[src/rtl/dtc_defs.svh]
// Register indices, field positions and counts for the dual timer block
`ifndef DTC_DEFS_SVH
`define DTC_DEFS_SVH
// Register indices; byte address is four times the index
`define DTC_IDX_CTRL     8'h88
`define DTC_IDX_MODE     8'h89
`define DTC_IDX_LOW_A    8'h8a
`define DTC_IDX_LOW_B    8'h8b
`define DTC_IDX_HIGH_A   8'h8c
`define DTC_IDX_HIGH_B   8'h8d
`define DTC_IDX_CLKSEL   8'h8e
`define DTC_IDX_TOGGLE   8'hb5
// Control register bit positions
`define DTC_FLAG_A       5
`define DTC_FLAG_B       7
`define DTC_RUN_A        4
`define DTC_RUN_B        6
// Clock select register bit positions
`define DTC_CLKMODE_A    3
`define DTC_CLKMODE_B    4
// Toggle enable register bit positions
`define DTC_OE_A         2
`define DTC_OE_B         3
// Mode register nibble width per timer
`define DTC_MODE_NIB     4
// Mode value for 13-bit counting
`define DTC_MODE_13      2'h0
// Low-byte bits that take part in 13-bit counting
`define DTC_LOW_BITS     5
// Largest 13-bit count before wrap
`define DTC_MAX_13       13'h1fff
// Slow clock divide ratio
`define DTC_PRESCALE     12
// Reset value of every register
`define DTC_RESET_BYTE   8'h00
// Bus responses
`define DTC_RESP_OKAY    2'h0
`define DTC_RESP_SLVERR  2'h2
`endif

[src/rtl/dtc_pkg.sv]
// Types shared by the dual timer block
package dtc_pkg;
   // One register byte
   typedef logic [7:0] dtc_byte_t;
   // Per-timer nibble of the mode register
   typedef struct packed {
      logic       gate;    // Count only while gate pin high
      logic       cntSel;  // 1 = count pin falling edges
      logic [1:0] mode;    // Operating mode
   } dtc_ctl_s;
endpackage : dtc_pkg

[src/rtl/dtc_timer.sv]
// Two 13-bit timer/counters behind an AXI4-Lite register slave
`timescale 1ns/1ps
`include "dtc_defs.svh"
module dtc_timer #(
   parameter int ADDR_W   = 12,            // AXI address width
   parameter int PRESCALE = `DTC_PRESCALE  // Slow clock ratio
) (
   input  wire logic              mclk,
   input  wire logic              nrst,
   input  wire logic              ce,          // Freezes all state
   // AXI4-Lite slave
   input  wire logic [ADDR_W-1:0] awaddr,
   input  wire logic              awvalid,
   output logic                   awready,
   input  wire logic [31:0]       wdata,
   input  wire logic [3:0]        wstrb,
   input  wire logic              wvalid,
   output logic                   wready,
   output logic [1:0]             bresp,
   output logic                   bvalid,
   input  wire logic              bready,
   input  wire logic [ADDR_W-1:0] araddr,
   input  wire logic              arvalid,
   output logic                   arready,
   output logic [31:0]            rdata,
   output logic [1:0]             rresp,
   output logic                   rvalid,
   input  wire logic              rready,
   // Timer pins, index 0 = timer A, 1 = timer B
   input  wire logic [1:0]        gatePin,     // Gate inputs
   input  wire logic [1:0]        countPinIn,  // Count pin level
   output logic [1:0]             countPinOut, // Toggle drive
   output logic [1:0]             countPinOe,  // Toggle drive enable
   input  wire logic [1:0]        isrEnter,    // ISR entry pulses
   output logic [1:0]             irqReq       // Overflow flags
);

   // Register state
   logic [1:0]       runQ;        // Run bits
   logic [1:0]       flagQ;       // Overflow flags
   logic [1:0]       clkModeQ;    // 1 = direct clock
   logic [1:0]       oeQ;         // Toggle output enables
   logic [1:0]       toggleQ;     // Toggle pin levels
   logic [1:0]       pinPrevQ;    // Previous count pin sample
   dtc_pkg::dtc_byte_t modeQ;     // Mode register
   dtc_pkg::dtc_byte_t lowQ [2];  // Count low bytes
   dtc_pkg::dtc_byte_t highQ [2]; // Count high bytes
   logic [3:0]       presQ;       // Divide-by-12 counter

   // Bus state
   logic [ADDR_W-1:0] awAddrQ;    // Held write address
   logic [7:0]        wDataQ;     // Held write byte
   logic              wStrbQ;     // Held lane 0 strobe
   logic              awHeldQ;    // Address captured
   logic              wHeldQ;     // Data captured

   // Combinational helpers
   logic              doWrite;    // Register write this cycle
   logic              presTick;   // Slow clock tick
   logic [1:0]        wrLow;      // Low byte write strobe
   logic [1:0]        wrHigh;     // High byte write strobe
   logic [1:0]        cntWr;      // Either count byte written
   logic [1:0]        en;         // Timer counting allowed
   logic [1:0]        tick;       // Count event
   logic [1:0]        inc;        // Counter advances
   logic [1:0]        ovf;        // 13-bit wrap
   logic [12:0]       cnt13 [2];  // 13-bit count views
   dtc_pkg::dtc_ctl_s ctl [2];    // Mode nibble per timer

   // Address match against a register index
   function automatic logic hit(input logic [ADDR_W-1:0] a,
                                input logic [7:0] idx);
      hit = (a[ADDR_W-1:2] == (ADDR_W-2)'(idx));
   endfunction : hit

   // Known register check
   function automatic logic mapped(input logic [ADDR_W-1:0] a);
      mapped = hit(a, `DTC_IDX_CTRL) | hit(a, `DTC_IDX_MODE) |
               hit(a, `DTC_IDX_LOW_A) | hit(a, `DTC_IDX_LOW_B) |
               hit(a, `DTC_IDX_HIGH_A) | hit(a, `DTC_IDX_HIGH_B) |
               hit(a, `DTC_IDX_CLKSEL) | hit(a, `DTC_IDX_TOGGLE);
   endfunction : mapped

   // Write fires once both halves are held and no response waits
   assign doWrite  = awHeldQ & wHeldQ & ~bvalid;
   assign presTick = (presQ == 4'(PRESCALE - 1));

   // Per-timer decode and count events
   always_comb begin
      for (int i = 0; i < 2; i++) begin
         ctl[i]    = dtc_pkg::dtc_ctl_s'(modeQ[`DTC_MODE_NIB*i +:
                                                `DTC_MODE_NIB]);
         // Count bytes reached separately
         wrLow[i]  = doWrite & wStrbQ & hit(awAddrQ, i[0] ?
                     `DTC_IDX_LOW_B : `DTC_IDX_LOW_A);
         wrHigh[i] = doWrite & wStrbQ & hit(awAddrQ, i[0] ?
                     `DTC_IDX_HIGH_B : `DTC_IDX_HIGH_A);
         cntWr[i]  = wrLow[i] | wrHigh[i];
         cnt13[i]  = {highQ[i], lowQ[i][`DTC_LOW_BITS-1:0]};
         // Run bit and gate; other modes hold the count
         en[i]     = runQ[i] & (~ctl[i].gate | gatePin[i]) &
                     (ctl[i].mode == `DTC_MODE_13);
         // Pin falling edge or internal clock
         tick[i]   = ctl[i].cntSel ?
                     (pinPrevQ[i] & ~countPinIn[i]) :
                     (clkModeQ[i] | presTick);
         // A software count write wins over the increment
         inc[i]    = ce & en[i] & tick[i] & ~cntWr[i];
         ovf[i]    = inc[i] & (cnt13[i] == `DTC_MAX_13);
      end
   end

   // Shared prescaler, free running so both timers see one phase
   always_ff @(posedge mclk or negedge nrst) begin
      if (!nrst) begin
         presQ <= 4'h0;
      end else if (ce) begin
         presQ <= presTick ? 4'h0 : presQ + 4'h1;
      end
   end

   // Count pin sampled every clock for edge detection
   always_ff @(posedge mclk or negedge nrst) begin
      if (!nrst) begin
         pinPrevQ <= 2'h0;
      end else if (ce) begin
         pinPrevQ <= countPinIn;
      end
   end

   // Count bytes; upper three low bits never move when counting
   always_ff @(posedge mclk or negedge nrst) begin
      if (!nrst) begin
         for (int i = 0; i < 2; i++) begin
            lowQ[i]  <= `DTC_RESET_BYTE;
            highQ[i] <= `DTC_RESET_BYTE;
         end
      end else if (ce) begin
         for (int i = 0; i < 2; i++) begin
            if (wrLow[i]) begin
               lowQ[i] <= wDataQ;
            end
            if (wrHigh[i]) begin
               highQ[i] <= wDataQ;
            end
            if (inc[i]) begin
               // Wraps to zero and keeps going
               {highQ[i], lowQ[i][`DTC_LOW_BITS-1:0]} <=
                  cnt13[i] + 13'h1;
            end
         end
      end
   end

   // Run bits, mode, clock select and toggle enables
   always_ff @(posedge mclk or negedge nrst) begin
      if (!nrst) begin
         runQ     <= 2'h0;
         modeQ    <= `DTC_RESET_BYTE;
         clkModeQ <= 2'h0;
         oeQ      <= 2'h0;
      end else if (ce && doWrite && wStrbQ) begin
         if (hit(awAddrQ, `DTC_IDX_CTRL)) begin
            runQ <= {wDataQ[`DTC_RUN_B], wDataQ[`DTC_RUN_A]};
         end
         if (hit(awAddrQ, `DTC_IDX_MODE)) begin
            modeQ <= wDataQ;
         end
         if (hit(awAddrQ, `DTC_IDX_CLKSEL)) begin
            clkModeQ <= {wDataQ[`DTC_CLKMODE_B],
                         wDataQ[`DTC_CLKMODE_A]};
         end
         if (hit(awAddrQ, `DTC_IDX_TOGGLE)) begin
            oeQ <= {wDataQ[`DTC_OE_B], wDataQ[`DTC_OE_A]};
         end
      end
   end

   // Overflow flags: ISR clear, then software, then hardware set
   always_ff @(posedge mclk or negedge nrst) begin
      if (!nrst) begin
         flagQ <= 2'h0;
      end else if (ce) begin
         for (int i = 0; i < 2; i++) begin
            if (isrEnter[i]) begin
               flagQ[i] <= 1'b0;
            end
            if (doWrite && wStrbQ && hit(awAddrQ, `DTC_IDX_CTRL)) begin
               flagQ[i] <= wDataQ[i[0] ? `DTC_FLAG_B :
                                         `DTC_FLAG_A];
            end
            if (ovf[i]) begin
               flagQ[i] <= 1'b1;
            end
         end
      end
   end

   // Toggle level rests high while disabled, flips on overflow
   always_ff @(posedge mclk or negedge nrst) begin
      if (!nrst) begin
         toggleQ <= 2'h3;
      end else if (ce) begin
         for (int i = 0; i < 2; i++) begin
            if (!oeQ[i]) begin
               toggleQ[i] <= 1'b1;
            end else if (ovf[i]) begin
               toggleQ[i] <= ~toggleQ[i];
            end
         end
      end
   end

   // Pin drive; counter mode use is left to software
   assign countPinOut = toggleQ;
   assign countPinOe  = oeQ;
   assign irqReq      = flagQ;

   // Write channel: address and data taken in either order
   always_ff @(posedge mclk or negedge nrst) begin
      if (!nrst) begin
         awready <= 1'b1;
         wready  <= 1'b1;
         awHeldQ <= 1'b0;
         wHeldQ  <= 1'b0;
         awAddrQ <= '0;
         wDataQ  <= `DTC_RESET_BYTE;
         wStrbQ  <= 1'b0;
         bvalid  <= 1'b0;
         bresp   <= `DTC_RESP_OKAY;
      end else if (ce) begin
         if (awvalid && awready) begin
            awAddrQ <= awaddr;
            awHeldQ <= 1'b1;
            awready <= 1'b0;
         end
         if (wvalid && wready) begin
            // Registers are 8 bits; only lane 0 matters
            wDataQ <= wdata[7:0];
            wStrbQ <= wstrb[0];
            wHeldQ <= 1'b1;
            wready <= 1'b0;
         end
         if (doWrite) begin
            awHeldQ <= 1'b0;
            wHeldQ  <= 1'b0;
            bvalid  <= 1'b1;
            bresp   <= mapped(awAddrQ) ? `DTC_RESP_OKAY :
                                         `DTC_RESP_SLVERR;
         end
         if (bvalid && bready) begin
            // Reopen only after the response is gone
            bvalid  <= 1'b0;
            awready <= 1'b1;
            wready  <= 1'b1;
         end
      end
   end

   // Read channel: one cycle to data, held until taken
   always_ff @(posedge mclk or negedge nrst) begin
      if (!nrst) begin
         arready <= 1'b1;
         rvalid  <= 1'b0;
         rdata   <= '0;
         rresp   <= `DTC_RESP_OKAY;
      end else if (ce) begin
         if (arvalid && arready) begin
            arready <= 1'b0;
            rvalid  <= 1'b1;
            rresp   <= mapped(araddr) ? `DTC_RESP_OKAY :
                                        `DTC_RESP_SLVERR;
            // Unmapped and reserved bits read zero
            rdata   <= '0;
            if (hit(araddr, `DTC_IDX_CTRL)) begin
               rdata[`DTC_FLAG_B] <= flagQ[1];
               rdata[`DTC_RUN_B]  <= runQ[1];
               rdata[`DTC_FLAG_A] <= flagQ[0];
               rdata[`DTC_RUN_A]  <= runQ[0];
            end
            if (hit(araddr, `DTC_IDX_MODE)) begin
               rdata[7:0] <= modeQ;
            end
            if (hit(araddr, `DTC_IDX_LOW_A)) begin
               rdata[7:0] <= lowQ[0];
            end
            if (hit(araddr, `DTC_IDX_LOW_B)) begin
               rdata[7:0] <= lowQ[1];
            end
            if (hit(araddr, `DTC_IDX_HIGH_A)) begin
               rdata[7:0] <= highQ[0];
            end
            if (hit(araddr, `DTC_IDX_HIGH_B)) begin
               rdata[7:0] <= highQ[1];
            end
            if (hit(araddr, `DTC_IDX_CLKSEL)) begin
               rdata[`DTC_CLKMODE_B] <= clkModeQ[1];
               rdata[`DTC_CLKMODE_A] <= clkModeQ[0];
            end
            if (hit(araddr, `DTC_IDX_TOGGLE)) begin
               rdata[`DTC_OE_B] <= oeQ[1];
               rdata[`DTC_OE_A] <= oeQ[0];
            end
         end else if (rvalid && rready) begin
            rvalid  <= 1'b0;
            arready <= 1'b1;
         end
      end
   end
endmodule : dtc_timer

[config.mk]
export PLATFORM = sky130hd
export DESIGN_NAME = dtc_timer
export DESIGN_NICKNAME = d
export VERILOG_FILES = /design/src/rtl/dtc_pkg.sv /design/src/rtl/dtc_timer.sv
export VERILOG_INCLUDE_DIRS = /design/src /design/src/rtl
export SDC_FILE = /design/constraint.sdc
export NUM_CORES = 1
export LEC_CHECK = 0
export BUFFER_PORTS_ARGS = -buffer_cell sky130_fd_sc_hd__buf_2
export CORE_ASPECT_RATIO = 0.6
export CORE_MARGIN = 4
export CORE_UTILIZATION = 51
export CTS_BUF_LIST = sky130_fd_sc_hd__clkbuf_4 sky130_fd_sc_hd__clkbuf_8
export DETAILED_ROUTE_END_ITERATION = 10
export GPL_TIMING_DRIVEN = 0
export PLACE_DENSITY = 0.78
export SETUP_SLACK_MARGIN = 0.2
export SYNTH_ARGS = -nofsm -noshare
export SYNTH_HDL_FRONTEND = slang
export SYNTH_SLANG_ARGS = --single-unit
[constraint.sdc]
create_clock -name mclk -period 2.26 [get_ports mclk]
set_input_delay 0.452 -clock mclk [delete_from_list [all_inputs] [get_ports mclk]]
set_output_delay 0.452 -clock mclk [all_outputs]
set_load 0.005 [all_outputs]
**After elaboration in Yosys (flattened, before gate mapping)**

Cells that the tools add are included.

- Output and inout bits: 47
- Register bits after elaboration: 96

- Add/subtract/negate cells: 3
- Muxes and demuxes: 45
- Eq/ne operators: 21
- Bitwise operators: 50
- Reductions and logical operators: 47

Operator list:

| cell | number |
|---|---|
| 10-bit by 8-bit == test with 1-bit output (second input constant) | 16 |
| 8-bit 2-to-1 mux | 9 |
| 2-bit AND reduction | 24 |
| 13-bit by 1-bit adder with 13-bit output (second input constant) | 2 |
| 13-bit == test (second input constant) | 2 |
| 1-bit 2-to-1 mux | 26 |
| 1-bit bitwise AND | 21 |
| 5-bit 2-to-1 mux | 4 |
| 1-bit bitwise OR | 20 |
| 2-bit nonzero test | 10 |
| 1-bit logical AND | 9 |
| 1-bit NOT | 9 |
| 2-bit 2-to-1 mux | 4 |
| 4-bit 2-to-1 mux | 2 |
| 3-bit nonzero test | 2 |
| 4-bit by 1-bit adder with 4-bit output (second input constant) | 1 |
| 4-bit == test (second input constant) | 1 |
| 2-bit logical NOT | 2 |
| 2-bit by 1-bit != test with 1-bit output (second input constant) | 2 |

**Logic depth before layout (Yosys ltp)**

Gate-level depths: netlist of the first run.

- Depth in word-level cells: 10
- Depth in mapped cells: 9
- Mapped depth without buffers: 7

**Worst setup path after synthesis of the first run**

Ideal clock, no wire load.

- Kind: register to register
- From: register awAddrQ[8]
- To: register runQ[0]
- Arrival: 2.298 ns
- Clock period less this slack: 2.423 ns
- Cell stages (with the launch flop): 7
- Setup slack: -0.163 ns
- Cells stage by stage: dfrtp_1 -> or4b_4 -> or2_1 -> buf_6 -> or3_1 -> nor3_2 -> mux2_2

- Cells in the longest elaborated chain, start to end: 2

RTL lines:

| item | line | source |
|---|---|---|
| start, declared | dtc_timer.sv:51 | `logic [ADDR_W-1:0] awAddrQ;` |
| start signal, assigned | dtc_timer.sv:233 | `awAddrQ <= awaddr;` |
| 10-bit by 8-bit == test with 1-bit output | dtc_timer.sv:73 | `hit = (a[ADDR_W-1:2] == (ADDR_W-2)'(idx));` |
| 2-bit AND reduction (no line) | -- |  |
| end signal, assigned | dtc_timer.sv:164 | `` runQ <= {wDataQ[`DTC_RUN_B], wDataQ[`DTC_RUN_A]}; `` |
| end, declared | dtc_timer.sv:39 | `logic [1:0] runQ;` |

Every way passes these cells.
A chain may end at the register's enable or synchronous reset.

**Worst setup path after layout of the first run**

- From: register awAddrQ[10]
- To: register highQ (netlist bit cnt13[9])

- Cells in the longest elaborated chain, start to end: 7
- Elaborated cells between the ends (all ways): 10
- Those cells by class: 2 x eq/ne; 1 x mux; 5 x bitwise; 2 x reduce/logical

RTL lines:

| item | line | source |
|---|---|---|
| 10-bit by 8-bit == test with 1-bit output | dtc_timer.sv:73 |  |
| 1-bit bitwise AND (on tied branches) | dtc_timer.sv:94, dtc_timer.sv:96 |  |
| 1-bit bitwise OR | dtc_timer.sv:98 | `cntWr[i] = wrLow[i] \| wrHigh[i];` |
| 1-bit NOT | dtc_timer.sv:108 | `inc[i] = ce & en[i] & tick[i] & ~cntWr[i];` |
| 1-bit bitwise AND | dtc_timer.sv:108 |  |
| 2-bit nonzero test (no line) | -- |  |
| 2-bit AND reduction (no line) | -- |  |
| end signal, assigned by index | dtc_timer.sv:136 | `` highQ[i] <= `DTC_RESET_BYTE; `` |
| end signal, assigned by index | dtc_timer.sv:144 | `highQ[i] <= wDataQ;` |
| end signal, assigned by index | dtc_timer.sv:148 | `` {highQ[i], lowQ[i][`DTC_LOW_BITS-1:0]} <= `` |
| end, declared | dtc_timer.sv:47 | `dtc_pkg::dtc_byte_t highQ [2];` |

Several ways; a longest one is shown, not always the timed one.

==> out/qor.yml, run 1 <==
logic_synthesis:
  synth_area_leaders: "dfrtp_1 42%, mux2_2 9.2%, a21oi_1 4.6%"
  yosysWarnings: 0
  synth-edff-count: 0
  synthSimpleGateAreaFrac: 0.174
  yosys.area.top_type: "dfrtp_1"
  synth_top_area_share: 0.422
  synth.yosys.seq_area_share: 0.447
  ys.flop_type: "dfrtp_1"
  synth_area_um2: 5160
  ys_seq_elements: 92
  synthCells: 532
  synth_top_family_by_area: "simple AND/OR/NAND/NOR gates"
  avgSynthCellArea_um2: 9.70
  synthMuxAreaShare: 0.128
  synth_compound_area_frac: 0.168
  synth_cell_types: 64
  synthAdderAreaFrac: 0.00727
  async_flop_share: 1.00
  synthXorXnorAreaFrac: 0.00339
grt:
  grt_first_pass_wirelength_um: 24500
  grt.total_usage: 0.271
  overflow: 0
  grt_max_degree: 53
  antenna_found_initial: 0
  grt_pass1_vias: 4516
routing:
  initialDrtViolationCount: 393
  drtPass1Iterations: 5
  vias: 4737
  wl_um: 15800
  drc: 0
  routed_via_density: 5.91
  wl_per_cell_um: 19.7
  ant_nets: 0
finish:
  synthToLayoutAreaGrowth_pct: 30.7
  drive_above_1_share: 0.394
  mostFrequentLayoutCell: "dfrtp_1"
  final_cells: 802
  antenna-diode-count: 0
  fillers: 739
  layout.nets: 739
  final_cell_mix: "87 x dfrtp_1, 62 x buf_2, 59 x nand2_1, 46 x buf_4, 31 x a21oi_1"
die:
  dieArea_um2: 11800
  start_util: 0.522
  die_w_um: 138
  coreArea_um2: 9880
  die_y_um: 85.9
  rows: 28
  ios: 121
worst_hold_path:
  hold_path_class: "input pin to async pin"
placement:
  gp_congestion: 0.938
  post-dp-hpwl_um: 11200
  placed_cells: 756
  port_buffers: 63
timing:
  setup_viol: 45
  rsz0062_at_grt: "yes"
  hold_ws_ps: 115
  fmax_ghz: 0.408
  final_hold_viol_count: 0
  fin_ws_ps: -190
  min_period_ps: 2450
  post-route-period-util: 1.08
  worstMarginPinSlew_ps: 681
  max_slew_margin: 0.546
  setup_tns_ps: -5820
  fin_skew_ps: 12.3
  drv_slew: 0
pwr:
  power.leakage_nw: 3.07
  irDropWorstVdd_mv: 0.684
  power_density_nw_per_um2: 704
run_status:
  status: "finished, violations left"
  failed_checks: "setup timing"
cts:
  cts_buffer_depth: 2
  clock_latency_ps: 370
  cts_tree: "done"
  cts_buffers: 9
  cts_sinks: 92
  clock-root-buffer: "clkbuf_8"
  clkTransAtPathRegs_ps: 90
  cts-htree-levels: 3
critical_path:
  reg2reg_depth: 9
  end_kind: "register"
  critPathLaunchType: "register"
  crit_chain: "or4b_4, or2_4, buf_6, or3_4, and2_4, buf_8, clkbuf_16, a21oi_4, a2bb2oi_2"
  crit_path_start: "awAddrQ[10]"
  worstPathMaxFanout: 7
  path_class: "register to register"
  slowest_delay_ps: 530
  crit_path_top_delay_cell: "or4b_4"
  regToRegEndpoint: "cnt13[9]"
  endpoint: "cnt13[9]"
  timing.rr.start: "awAddrQ[10]"
  ff2ff_setup_slack_ps: -190
  critPathRequiredTime_ps: 2560
  arrival_ps: 2750
flow_run:
  maxCapViolations: 0
-- cells in the mapped netlist (4+ instances only) --
library cell	count
a22oi_1	7
nor2b_1	4
a31oi_1	7
nor4_1	5
o21ai_0	34
mux2i_1	12
nor3_1	4
clkbuf_1	12
dfrtp_1	87
buf_1	4
nand2b_1	8
nand4_1	11
mux2_2	42
and3_1	9
nand3_1	23
buf_4	27
a21oi_1	47
nor2_1	23
o211ai_1	4
inv_1	17
o21a_1	4
nand2_1	61
a2bb2oi_1	6
dfstp_2	5
-- per-stage QoR --
stage | setup WS [ps] | utilization | power (mW) | cell area, um2
after floorplan | -63.7 | - | 2.94 | 5390
after global placement | -845 | 0.595 | 3.29 | 5870
after detailed placement | -855 | 0.597 | 3.37 | 5900
after CTS | -181 | 0.653 | 4.64 | 6450
after global routing | -253 | 0.683 | 4.98 | 6750
final | -190 | 0.683 | 4.75 | 6750
-- metal layers --
layer,routed length [um],track usage,vias up,part of all wire
li1,-,-,2148,-
met4,258,0.0780,0,0.016
met5,0,0,-,0
met3,2020,0.0973,26,0.13
met2,6920,0.388,280,0.44
met1,6630,0.388,2283,0.42
-- how the worst min path moves through the flow --
stage / end / slack [ps] / cells past startpoint / startpoint
CTS: pinPrevQ[1] / 130 / 1 / nrst
global route: pinPrevQ[1] / 150 / 1 / nrst
detailed placement: rdata[0] / 450 / 2 / rdata[0]
floorplan: awAddrQ[10] / 160 / 0 / nrst
finish: presQ[3] / 110 / 1 / nrst
global placement: rdata[1] / 450 / 2 / rdata[1]
-- state kept, by name (all words and copies together) (netlist names), 4 cells and up --
signal / cells
modeQ: 8
wDataQ: 8
rdata: 8
awAddrQ: 10
presQ: 4
lowQ: 6
cnt13: 26
-- worst max-delay path, delay by kind of cell (launching register included) --
family	cells	cell delay, ps
AO/OA/AOI/OAI	2	260
AND/OR/NAND/NOR	4	1300
buffers and inverters	3	430
flip-flops	1	390
-- cells by family after synthesis --
kind of cell             after synthesis
AO/OA/AOI/OAI                        140
XOR/XNOR                               2
adder cells (fa/ha/maj)                3
buffers and inverters                 65
flip-flops                            92
multiplexers                          57
other                                  1
AND/OR/NAND/NOR                      172
-- what timing repair did --
| item | in CTS | in global routing |
|---|---|---|
| endpoints found under the setup margin | 50 | 53 |
| pin swaps | 15 | 5 |
| hold endpoints to repair | 0 | 0 |
| buffers inserted | 16 | 10 |
| cloned | 3 | 1 |
| hold buffers | 0 | 0 |
| resized for setup | 49 | 43 |
-- final cells by class --
class                           count  area (um2)  area share
Clock buffer                       15         181      0.0269
Inverter                           17        67.6      0.0100
Timing Repair Buffer               93         619      0.0918
Buffer                             48         362      0.0536
Clock inverter                      1        30.0     0.00445
Multi-Input combinational cell    401        3010       0.446
Sequential cell                    92        2310       0.342
Tap cell                          135         169      0.0250
-- report_power, final --
part	internal, mW	switching [mW]	total, mW
Sequential	1.94	0.475	2.41
Combinational	0.565	0.600	1.16
Clock	0.623	0.550	1.17
Note: power is estimated with default switching activity, not from simulation.
==> run 2, diff against run 1 <==
--- a/config.mk
+++ b/config.mk
@@ -9,12 +9,12 @@
 export BUFFER_PORTS_ARGS = -buffer_cell sky130_fd_sc_hd__buf_2
 export CORE_ASPECT_RATIO = 0.6
 export CORE_MARGIN = 4
-export CORE_UTILIZATION = 51
+export CORE_UTILIZATION = 56
 export CTS_BUF_LIST = sky130_fd_sc_hd__clkbuf_4 sky130_fd_sc_hd__clkbuf_8
 export DETAILED_ROUTE_END_ITERATION = 10
 export GPL_TIMING_DRIVEN = 0
-export PLACE_DENSITY = 0.78
-export SETUP_SLACK_MARGIN = 0.2
+export PLACE_DENSITY = 0.82
+export SLEW_MARGIN = 25
 export SYNTH_ARGS = -nofsm -noshare
 export SYNTH_HDL_FRONTEND = slang
 export SYNTH_SLANG_ARGS = --single-unit
==> constraint.sdc (replaced) <==
create_clock -name mclk -period 2.4 [get_ports mclk]
set_input_delay 0.48 -clock mclk [delete_from_list [all_inputs] [get_ports mclk]]
set_output_delay 0.48 -clock mclk [all_outputs]
set_load 0.005 [all_outputs]
==> out/qor.yml, run 2 (same netlist as run 1, synthesis figures left out) <==
die:
  start_util: 0.590  # +0.0674
  coreArea_um2: 8750  # -11%
  dieArea_um2: 10900  # -8.3%
  rows: 26  # -7.1%
  die_y_um: 82.4  # -4.1%
  die_w_um: 132  # -4.3%
  ios: 121  # unchanged
critical_path:
  worstPathMaxFanout: 6  # -1
  cp_common_cell: "buf_6"
  critPathRequiredTime_ps: 2670  # +110 ps
  arrival_ps: 2750  # about the same
  critPathLaunchType: "register"
  timing.rr.start: "awAddrQ[10]"
  reg2reg_depth: 7  # -2
  end_kind: "register"
  slowest_delay_ps: 560  # +30 ps
  crit_path_top_delay_cell: "or4b_4"
  ff2ff_setup_slack_ps: -80  # +110 ps
  crit_chain: "or4b_4, or2_1, buf_6, or3_4, nor3_4, buf_6, mux2_4"
  path_class: "register to register"
  regToRegEndpoint: "runQ[1]"
run_status:
  status: "finished, violations left"
  failed_checks: "setup timing"
cts:
  cts_tree: "done"
  clkTransAtPathRegs_ps: 90  # about the same
  cts_sinks: 92  # unchanged
  clock_latency_ps: 370  # about the same
  cts_buffers: 9  # unchanged
  cts-htree-levels: 3  # unchanged
  cts_buffer_depth: 2  # unchanged
  clock-root-buffer: "clkbuf_8"
placement:
  port_buffers: 63  # unchanged
  dp_worst_setup_slack_ps: -694  # +162 ps
  gp_congestion: 0.944  # +0.68%
  placed_cells: 733  # -3.0%
  post-dp-hpwl_um: 10800  # -3.2%
worst_hold_path:
  whs_endpoint: "wDataQ[6]"
  holdPathStages: 2
  hold_start: "wdata[6]"
  hold_path_class: "input pin to register"
grt:
  antenna_found_initial: 0  # unchanged
  grt_max_degree: 72  # +36%
  grt_first_pass_wirelength_um: 23500  # -4.0%
  grt_pass1_vias: 4654  # +3.1%
  overflow: 0  # unchanged
  grt.total_usage: 0.280  # +0.00874
finish:
  layout.nets: 734  # -0.68%
  antenna-diode-count: 0  # unchanged
  mostFrequentLayoutCell: "dfrtp_1"
  final_cells: 774  # -3.5%
  final_cell_mix: "87 x dfrtp_1, 64 x buf_2, 57 x nand2_1, 40 x buf_4, 37 x mux2_2"
  largest_reg_flops: 26  # unchanged
  drive_above_1_share: 0.384  # -0.0106
  synthToLayoutAreaGrowth_pct: 27.2
timing:
  post-route-period-util: 1.03  # -0.0505
  final_hold_viol_count: 0  # unchanged
  hold_ws_ps: 331  # +216 ps
  fin_skew_ps: 12.3  # +0.0353 ps
  worstMarginPinSlew_ps: 782  # +101 ps
  drv_slew: 0  # unchanged
  setup_viol: 23  # -49%
  max_slew_margin: 0.479  # -0.0672
  fin_ws_ps: -80.6  # +109 ps
  rsz0062_at_grt: "yes"
  min_period_ps: 2480  # +30.6 ps
  fmax_ghz: 0.403  # -1.2%
pwr:
  power_density_nw_per_um2: 683  # -3.0%
  power.leakage_nw: 3.01  # -1.8%
  irDropWorstVdd_mv: 0.553  # -19%
routing:
  drc: 0  # unchanged
  vias: 4955  # +4.6%
  routed_via_density: 6.40  # +8.4%
  ant_nets: 0  # unchanged
  wl_um: 16400  # +3.6%
  drtPass1Iterations: 5  # unchanged
  wl_per_cell_um: 21.2  # +7.4%
  initialDrtViolationCount: 586  # +49%
flow_run:
  maxCapViolations: 0  # unchanged
-- run 2: cell count changes in the layout (fill, tap and decap cells not counted), moves of 3 or more --
cell     before  now
or2_4         4    1
o21ai_0      19   22
o21ai_1      11    7
mux2_4       17    5
buf_4        46   40
mux2_2       25   37
-- run 2: routing by layer --
layer	vias up	GRT usage	part of all wire
met5	-	0	0
met4	0	0.107	0.031
met3	59	0.111	0.12
met2	332	0.445	0.46
met1	2435	0.350	0.39
li1	2129	-	-
-- run 2: metrics by stage --
| step | instance area [um2] | setup TNS (ps) | power, mW | util |
|---|---|---|---|---|
| 3_5_place_dp | 5760 | -14300 | 3.16 | 0.659 |
| 6_report | 6560 | -1030 | 4.48 | 0.750 |
| 4_1_cts | 6270 | -908 | 4.29 | 0.716 |
| 2_1_floorplan | 5280 | 0 | 2.74 | - |
| 5_1_grt | 6560 | -2850 | 4.66 | 0.750 |
| 3_3_place_gp | 5730 | -11340 | 3.07 | 0.655 |
-- run 2: worst max-delay path by stage --
stage | from | to | slack (ps) | cells after the start
after global routing | awAddrQ[10] | irqReq[1] | -160 | 8
after detailed placement | ce | countPinOut[1] | -690 | 9
after global placement | ce | countPinOut[1] | -640 | 9
after floorplan | awAddrQ[8] | cnt13[5] | 8 | 9
final | awAddrQ[10] | runQ[1] | -80 | 7
after CTS | awAddrQ[8] | cnt13[9] | -100 | 9
-- run 2: final cells by class --
class	count	area, um2
clock inverters	3	40.0
plain buffers	47	334
repair buffers	90	611
well taps	112	140
flip-flops and latches	92	2310
fillers	591	2190
multi-input cells	400	2910
inverters	17	67.6
clock buffers	13	154
-- run 2: power by group --
| group | leakage, nW | internal, mW | switching [mW] |
|---|---|---|---|
| clock network | 0.105 | 0.526 | 0.542 |
| logic | 1.74 | 0.552 | 0.568 |
| registers | 1.17 | 1.82 | 0.473 |
-- run 2: repair_timing --
action | in CTS | in global routing
setup endpoints to repair | 46 | 43
setup buffers | 14 | 10
endpoints found under the hold margin | 20 | 0
cloned | 0 | 1
hold buffers | 1 | 0
pin swaps | 5 | 21
resized for setup | 49 | 55
-- run 2: worst max-delay path, delay by kind of cell (launching register included) --
kind | cells | cell delay (ps)
simple gates | 4 | 1410
flops | 1 | 390
buf+inv | 2 | 290
mux | 1 | 290
